===== src/hw/dls_pkg.sv =====
// Shared constants and types for the debug link sleep and sync event block.
package dls_pkg;

  // Sleep depth reported by the sleep controller, shallowest first.
  typedef enum logic [1:0] {
    DLS_SLEEP_ACTIVE  = 2'b00,
    DLS_SLEEP_IDLE    = 2'b01,
    DLS_SLEEP_STANDBY = 2'b10,
    DLS_SLEEP_PWRDOWN = 2'b11
  } dls_sleep_t;

  // System bus access sequencer states.
  typedef enum logic [1:0] {
    DLS_BUS_IDLE  = 2'b00,
    DLS_BUS_ISSUE = 2'b01,
    DLS_BUS_WAIT  = 2'b10
  } dls_bus_state_t;

  localparam int unsigned DLS_NUM_EVENT_CHANNELS = 4;
  localparam int unsigned DLS_EDGE_COUNT_WIDTH   = 8;
  localparam int unsigned DLS_ADDR_WIDTH         = 16;
  localparam int unsigned DLS_DATA_WIDTH         = 8;

  localparam logic [7:0]  DLS_EDGE_COUNT_RESET   = 8'h00;
  localparam logic        DLS_PREV_BIT_RESET     = 1'b1;

endpackage


===== src/hw/dls_evt_if.sv =====
// Carrier between the top block and its sync edge detector.
`timescale 1ns/10ps
interface dls_evt_if;
  logic rx_bit;
  logic window;
  logic edge_pulse;

  modport src (
    output rx_bit,
    output window,
    input  edge_pulse
  );

  modport det (
    input  rx_bit,
    input  window,
    output edge_pulse
  );
endinterface


===== src/hw/dls_edge_det.sv =====
// Rising edge detector for the received sync character.
`timescale 1ns/10ps
module dls_edge_det (
  // Clock and reset
  input  wire logic i_clk,
  input  wire logic i_rst_b,
  // Link side
  dls_evt_if.det    evt
);
  import dls_pkg::*;

  logic prev_q;
  logic pulse_q;

  // The idle line is high, so the edge memory starts high to avoid a false
  // edge on the first bit of a character.
  always_ff @(posedge i_clk) begin
    if (!i_rst_b) begin
      prev_q <= DLS_PREV_BIT_RESET;
    end else if (evt.window) begin
      prev_q <= evt.rx_bit;
    end else begin
      prev_q <= DLS_PREV_BIT_RESET;
    end
  end

  // One pulse per rising edge, with no enable of its own.
  always_ff @(posedge i_clk) begin
    if (!i_rst_b) begin
      pulse_q <= 1'b0;
    end else begin
      pulse_q <= evt.window && evt.rx_bit && !prev_q;
    end
  end

  assign evt.edge_pulse = pulse_q;
endmodule


===== src/hw/dls_top.sv =====
// Sleep handling and sync edge events of the single wire debug interface.
//
// Contract
// - Edge event drives every async event channel.
// - Pulse event per rising sync character edge.
// - Sync edge event cannot be disabled; here i_enable low gates the sync window and suppresses it.
// - Physical layer runs in every sleep mode.
// - Physical clock runs while interface is enabled.
// - No system bus access while CPU clock stopped; here a transfer already in the wait state still runs to its ack.
// - Sleeping flag set at idle or deeper.
// - Hold request keeps system clock from stopping.
// - With hold set, sleep is only emulated.
`timescale 1ns/10ps
module dls_top #(
  parameter int unsigned NUM_CHANNELS = dls_pkg::DLS_NUM_EVENT_CHANNELS,
  parameter int unsigned COUNT_WIDTH  = dls_pkg::DLS_EDGE_COUNT_WIDTH
) (
  // Clock and reset
  input  wire logic                                i_clk,
  input  wire logic                                i_rst_b,
  // Interface enable and link receive
  input  wire logic                                i_enable,
  input  wire logic                                i_rx_bit,
  input  wire logic                                i_sync_character_window,
  // Debugger controls
  input  wire logic                                i_system_clock_hold_request,
  // Sleep controller
  input  wire dls_pkg::dls_sleep_t                 i_sleep_mode,
  // Debugger bus request
  input  wire logic                                i_dbg_req,
  input  wire logic                                i_dbg_write,
  input  wire logic [dls_pkg::DLS_ADDR_WIDTH-1:0]  i_dbg_addr,
  input  wire logic [dls_pkg::DLS_DATA_WIDTH-1:0]  i_dbg_wdata,
  // System bus
  input  wire logic                                i_sys_ack,
  input  wire logic [dls_pkg::DLS_DATA_WIDTH-1:0]  i_sys_rdata,
  output logic                                     o_sys_req,
  output logic                                     o_sys_write,
  output logic [dls_pkg::DLS_ADDR_WIDTH-1:0]       o_sys_addr,
  output logic [dls_pkg::DLS_DATA_WIDTH-1:0]       o_sys_wdata,
  // Debugger bus answer
  output logic                                     o_dbg_done,
  output logic                                     o_dbg_refused,
  output logic [dls_pkg::DLS_DATA_WIDTH-1:0]       o_dbg_rdata,
  // Status and clock control
  output logic                                     o_system_sleeping_flag,
  output logic                                     o_sysclk_stop_allow,
  output logic                                     o_sleep_emulated,
  output logic                                     o_phy_clk_run,
  // Event routing fabric
  output logic [NUM_CHANNELS-1:0]                  o_async_event_channel,
  output logic                                     o_sync_edge_event,
  output logic [COUNT_WIDTH-1:0]                   o_sync_edge_count
);
  import dls_pkg::*;

  initial begin
    if (NUM_CHANNELS < 1 || NUM_CHANNELS > 16) begin
      $error("NUM_CHANNELS must be between 1 and 16");
    end
    if (COUNT_WIDTH < 1 || COUNT_WIDTH > 8) begin
      $error("COUNT_WIDTH must be between 1 and 8");
    end
  end

  // Every sleep mode from idle downward stops the processor clock.
  function automatic logic dls_cpu_clock_off(input dls_sleep_t mode);
    dls_cpu_clock_off = (mode != DLS_SLEEP_ACTIVE);
  endfunction

  dls_evt_if evt ();

  dls_bus_state_t                bus_state_q;
  logic                          edge_event_q;
  logic [NUM_CHANNELS-1:0]       channel_q;
  logic [COUNT_WIDTH-1:0]        edge_count_q;
  logic                          sleeping_q;
  logic                          stop_allow_q;
  logic                          emulated_q;
  logic                          phy_run_q;
  logic                          sys_req_q;
  logic                          sys_write_q;
  logic [DLS_ADDR_WIDTH-1:0]     sys_addr_q;
  logic [DLS_DATA_WIDTH-1:0]     sys_wdata_q;
  logic                          dbg_done_q;
  logic                          dbg_refused_q;
  logic [DLS_DATA_WIDTH-1:0]     dbg_rdata_q;
  logic                          bus_blocked;

  // The detector only listens inside the sync window while the interface is enabled;
  // sleep does not gate it, so sleep cannot suppress the event.
  assign evt.rx_bit = i_rx_bit;
  assign evt.window = i_sync_character_window && i_enable;

  dls_edge_det u_edge_det (
    .i_clk   (i_clk),
    .i_rst_b (i_rst_b),
    .evt     (evt)
  );

  // The pulse is fanned out to every channel; users synchronise it.
  always_ff @(posedge i_clk) begin
    if (!i_rst_b) begin
      edge_event_q <= 1'b0;
      channel_q    <= '0;
    end else begin
      edge_event_q <= evt.edge_pulse;
      channel_q    <= {NUM_CHANNELS{evt.edge_pulse}};
    end
  end

  // Running count of detected edges, never cleared between characters, so a
  // host can take the difference of two readings when measuring the clock.
  // It steps on the same edge that raises the event output, so both agree
  // even when the last edge of a character falls on the closing bit.
  // It wraps silently; a host must read it more often than once per wrap.
  always_ff @(posedge i_clk) begin
    if (!i_rst_b) begin
      edge_count_q <= DLS_EDGE_COUNT_RESET[COUNT_WIDTH-1:0];
    end else if (evt.edge_pulse) begin
      edge_count_q <= edge_count_q + COUNT_WIDTH'(1);
    end
  end

  // The physical layer clock request follows only the enable, never the
  // sleep settings.
  always_ff @(posedge i_clk) begin
    if (!i_rst_b) begin
      phy_run_q <= 1'b0;
    end else begin
      phy_run_q <= i_enable;
    end
  end

  // Sleep status and clock stop permission toward the clock controller.
  always_ff @(posedge i_clk) begin
    if (!i_rst_b) begin
      sleeping_q   <= 1'b0;
      stop_allow_q <= 1'b0;
      emulated_q   <= 1'b0;
    end else begin
      sleeping_q   <= dls_cpu_clock_off(i_sleep_mode);
      stop_allow_q <= dls_cpu_clock_off(i_sleep_mode) && !i_system_clock_hold_request;
      emulated_q   <= dls_cpu_clock_off(i_sleep_mode) && i_system_clock_hold_request;
    end
  end

  // With the hold request set the clock keeps running, so the bus stays
  // usable even though the system reports sleep.
  assign bus_blocked = dls_cpu_clock_off(i_sleep_mode) && !i_system_clock_hold_request;

  // A transfer already granted is allowed to finish; stopping it halfway
  // would leave the slave with a dangling request.
  always_ff @(posedge i_clk) begin
    if (!i_rst_b) begin
      bus_state_q   <= DLS_BUS_IDLE;
      sys_req_q     <= 1'b0;
      sys_write_q   <= 1'b0;
      sys_addr_q    <= '0;
      sys_wdata_q   <= '0;
      dbg_done_q    <= 1'b0;
      dbg_refused_q <= 1'b0;
      dbg_rdata_q   <= '0;
    end else begin
      dbg_done_q    <= 1'b0;
      dbg_refused_q <= 1'b0;
      case (bus_state_q)
        DLS_BUS_IDLE: begin
          if (i_dbg_req && bus_blocked) begin
            dbg_refused_q <= 1'b1;
          end else if (i_dbg_req) begin
            sys_write_q <= i_dbg_write;
            sys_addr_q  <= i_dbg_addr;
            sys_wdata_q <= i_dbg_wdata;
            bus_state_q <= DLS_BUS_ISSUE;
          end
        end
        DLS_BUS_ISSUE: begin
          if (bus_blocked) begin
            dbg_refused_q <= 1'b1;
            bus_state_q   <= DLS_BUS_IDLE;
          end else begin
            sys_req_q   <= 1'b1;
            bus_state_q <= DLS_BUS_WAIT;
          end
        end
        DLS_BUS_WAIT: begin
          if (i_sys_ack) begin
            sys_req_q   <= 1'b0;
            dbg_done_q  <= 1'b1;
            dbg_rdata_q <= sys_write_q ? dbg_rdata_q : i_sys_rdata;
            bus_state_q <= DLS_BUS_IDLE;
          end
        end
        default: begin
          sys_req_q   <= 1'b0;
          bus_state_q <= DLS_BUS_IDLE;
        end
      endcase
    end
  end

  assign o_sys_req              = sys_req_q;
  assign o_sys_write            = sys_write_q;
  assign o_sys_addr             = sys_addr_q;
  assign o_sys_wdata            = sys_wdata_q;
  assign o_dbg_done             = dbg_done_q;
  assign o_dbg_refused          = dbg_refused_q;
  assign o_dbg_rdata            = dbg_rdata_q;
  assign o_system_sleeping_flag = sleeping_q;
  assign o_sysclk_stop_allow    = stop_allow_q;
  assign o_sleep_emulated       = emulated_q;
  assign o_phy_clk_run          = phy_run_q;
  assign o_async_event_channel  = channel_q;
  assign o_sync_edge_event      = edge_event_q;
  assign o_sync_edge_count      = edge_count_q;
endmodule


===== config.mk =====
export PLATFORM = sky130hd
export DESIGN_NAME = dls_top
export DESIGN_NICKNAME = d
export VERILOG_FILES = /design/src/hw/dls_pkg.sv /design/src/hw/dls_evt_if.sv /design/src/hw/dls_edge_det.sv /design/src/hw/dls_top.sv
export SDC_FILE = /design/constraint.sdc
export NUM_CORES = 1
export LEC_CHECK = 0
export ABC_AREA = 0
export ABC_CLOCK_PERIOD_IN_PS = 2500
export CORE_UTILIZATION = 26
export CTS_CLUSTER_SIZE = 10
export DETAILED_ROUTE_END_ITERATION = 8
export DONT_BUFFER_PORTS = 1
export GPL_ROUTABILITY_DRIVEN = 1
export MAX_ROUTING_LAYER = met4
export PLACE_DENSITY = 0.45
export RECOVER_POWER = 50
export SYNTH_ARGS = -nofsm -noshare
export SYNTH_HDL_FRONTEND = slang
export SYNTH_SLANG_ARGS = --single-unit

===== constraint.sdc =====
create_clock -name i_clk -period 2.5 [get_ports i_clk]
set_clock_uncertainty 0.1 [all_clocks]
set_input_delay 0.125 -clock i_clk [delete_from_list [all_inputs] [get_ports i_clk]]
set_output_delay 0.125 -clock i_clk [all_outputs]
set_load 0.005 [all_outputs]

==> metrics.cfg <==
[pwr]
power.density_nw_per_um2=579
ir_drop_v=0.000245
leakage_nw=0.995

[final_layout]
area_growth_syn_to_layout_pct=24.9
diodes=0
instances_no_fill=357
nNetsFinal=298
layout-drive-gt1-share_pct=4.31

[drt]
viasPerCell=4.34
first_iter_violations=29
vias=1549
ant_nets=0
drt_wl_total_um=4630
wire_per_inst_um=13.0
drc=0
firstDrtPassIters=4

[floorplanning]
fp.dieW_um=92.2
start_util_pct=27.1
core_um2=7810
ios=96
dieArea_um2=8500
fp.dieH_um=92.2
rows=32

[timing]
max_slew.worst_pin.slew_ns=0.582
fin_setup_tns_ns=0
rsz0062_at_grt=false
fin_crit_sh_pct=67.3
slew_headroom_pct=61.0
period_minus_slack_ns=1.68
fmaxAchievable_mhz=595
setup_viol=0
slew_viol_final=0
finalHoldViolations=0

[setup_path]
rr_worst_depth=3
cp-start-kind=input pin
cp.arrival_ns=1.78
crit_type=input pin to flip-flop
cpPeakStageDelay_ns=0.60
critPathCaptureType=flip-flop
crit_required_ns=2.60
crit_cells=5
cp_common_cell=dlygate4sd3_1
path_buf_inv=3
cpMaxStageDelayCell=dlygate4sd3_1
path_cells=dlygate4sd3_1 > o21ai_0 > dlygate4sd3_1 > inv_1 > and2_2
path_delay_family=buffers and inverters
worstPathMaxFanout=3

[synthesis]
synth_seq_cells=53
synth_cell_types=32
synth_top_area_cell=dfxtp_1
yosysWarnings=0
synth_fp_nets=264
synth_most_common_cell=nand2_1
yosysTopAreaCellShare_pct=50.1
synth_edf_count=0
synthTopCellsByArea=dfxtp_1 50%, mux2i_1 12%, nand2_1 11%
ys.flop_type=dfxtp_1
syn-cell-area_um2=2120
synth_common_cells=61 x nand2_1, 53 x dfxtp_1, 26 x mux2i_1, 13 x o21ai_0, 10 x nand3_1
syn-mean-instance-area_um2=9.62
async_flop_share_pct=0
synthCells=220
seq_area_frac_synth_pct=50.1

[clock_network]
clk_latency_ns=0.29
clk_pin_slew_worst_paths_ns=0.09
cts_resized=0
cts_tree=yes
cts-root-buf=clkbuf_8
cts_max_level=2
cts_buffers=5
cts_sinks=53
cts.path.max_buffers=2

[placement]
io_buffers=0
dp_hpwl_um=2820
dp.cells=304
globalplace.congestion=0.670

[min_path]
hold_path.class=input pin to flip-flop
min_path_cells=3

[global_routing]
antenna_found_initial=0
track_usage_pct=11.4
grt_pass1_wl_um=7430
grt_overflow=0
grt_max_degree=82
grt_pass1_vias=1559

[outcome]
outcome=finished, final reports clean

[flow_run]
cap_violations=0

-- cell type report --
class / instances / area [µm²]
clock buffers: 8 / 80.1
fillers: 811 / 5160
inverters: 1 / 3.75
multi-input cells: 147 / 895
flip-flops and latches: 53 / 1060
well taps: 102 / 128
repair buffers: 46 / 475
-- flip-flops by register name (all words and copies together) (netlist names) --
register / cells
o_sys_addr: 16
o_dbg_rdata: 8
o_sync_edge_count: 8
o_sys_wdata: 8
bus_state_q: 2
o_async_event_channel: 1
o_dbg_done: 1
o_dbg_refused: 1
o_phy_clk_run: 1
o_sleep_emulated: 1
o_sys_req: 1
o_sys_write: 1
o_sysclk_stop_allow: 1
o_system_sleeping_flag: 1
u_edge_det.evt.edge_pulse: 1
u_edge_det.prev_q: 1
-- logic make-up after synthesis --
logic type | Yosys count | synth area share (%)
adder cells (fa/ha/maj) | 1 | 0.591
buffers and inverters | 20 | 7.57
AO/OA/AOI/OAI | 19 | 5.62
flip-flops | 53 | 50.1
AND/OR/NAND/NOR | 97 | 22.1
XOR/XNOR | 4 | 1.66
multiplexers | 26 | 12.3
-- report_power, final --
part	switching [W]	internal [W]	total (W)
logic	0.0000663	0.0000908	0.000157
registers	0.0000279	0.000878	0.000906
clock network	0.000266	0.000200	0.000466
total	0.000360	0.00117	0.00153
-- final timing paths --
check                                       start                         to  slack, ns
worst min-delay path                    i_sys_ack                  o_sys_req       0.08
worst max-delay path              i_sleep_mode[0]           o_sleep_emulated       0.82
worst min register to register  u_edge_det.prev_q  u_edge_det.evt.edge_pulse       0.31
worst max register to register     bus_state_q[0]             o_dbg_rdata[4]       0.92
-- worst register-to-register path, delay by kind of cell, from the launching register on --
family	cells	cell delay (ns)
flops	1	0.39
compound gates	1	0.10
simple gates	2	0.87
-- per-stage QoR --
step           utilization, %  total power (W)  worst slack (ns)  hold slack, ns  cell area (µm²)
2_1_floorplan               -          0.00102              1.22          0.0974             2120
3_3_place_gp             26.8          0.00100              1.00          0.0998             2090
3_5_place_dp             26.8          0.00101             0.949           0.103             2090
4_1_cts                  33.8          0.00157             0.843          0.0735             2640
5_1_grt                  33.8          0.00162             0.714           0.117             2640
6_report                 33.8          0.00153             0.818          0.0767             2640
-- layout by cell type, fill, tap and decap left out, types with 3 or more instances in the layout --
cell           Yosys  layout
nand2_1           61      61
dfxtp_1           53      53
dlygate4sd3_1      0      44
mux2i_1           26      26
o21ai_0           13      13
nand3_1           10      10
and2_1             8       6
clkbuf_8           0       5
nand4_1            3       3
xnor2_1            3       3
or3_1              3       3
a21boi_0           3       3
nor3b_1            3       3
clkbuf_1           3       3
-- timing repair --
| action | in CTS | in global routing |
|---|---|---|
| buffers inserted | 0 | 0 |
| hold buffers | 45 | 0 |
| hold endpoints to repair | 53 | 0 |
-- per-layer routing --
layer	part of all wire (%)	vias to the layer above	track usage [%]
met5	0	-	-
met4	1.4	0	4.43
met3	4.9	7	2.90
met2	51	43	20.2
met1	43	712	12.2
li1	-	787	-
No activity file was read; power rests on OpenSTA's default activity.
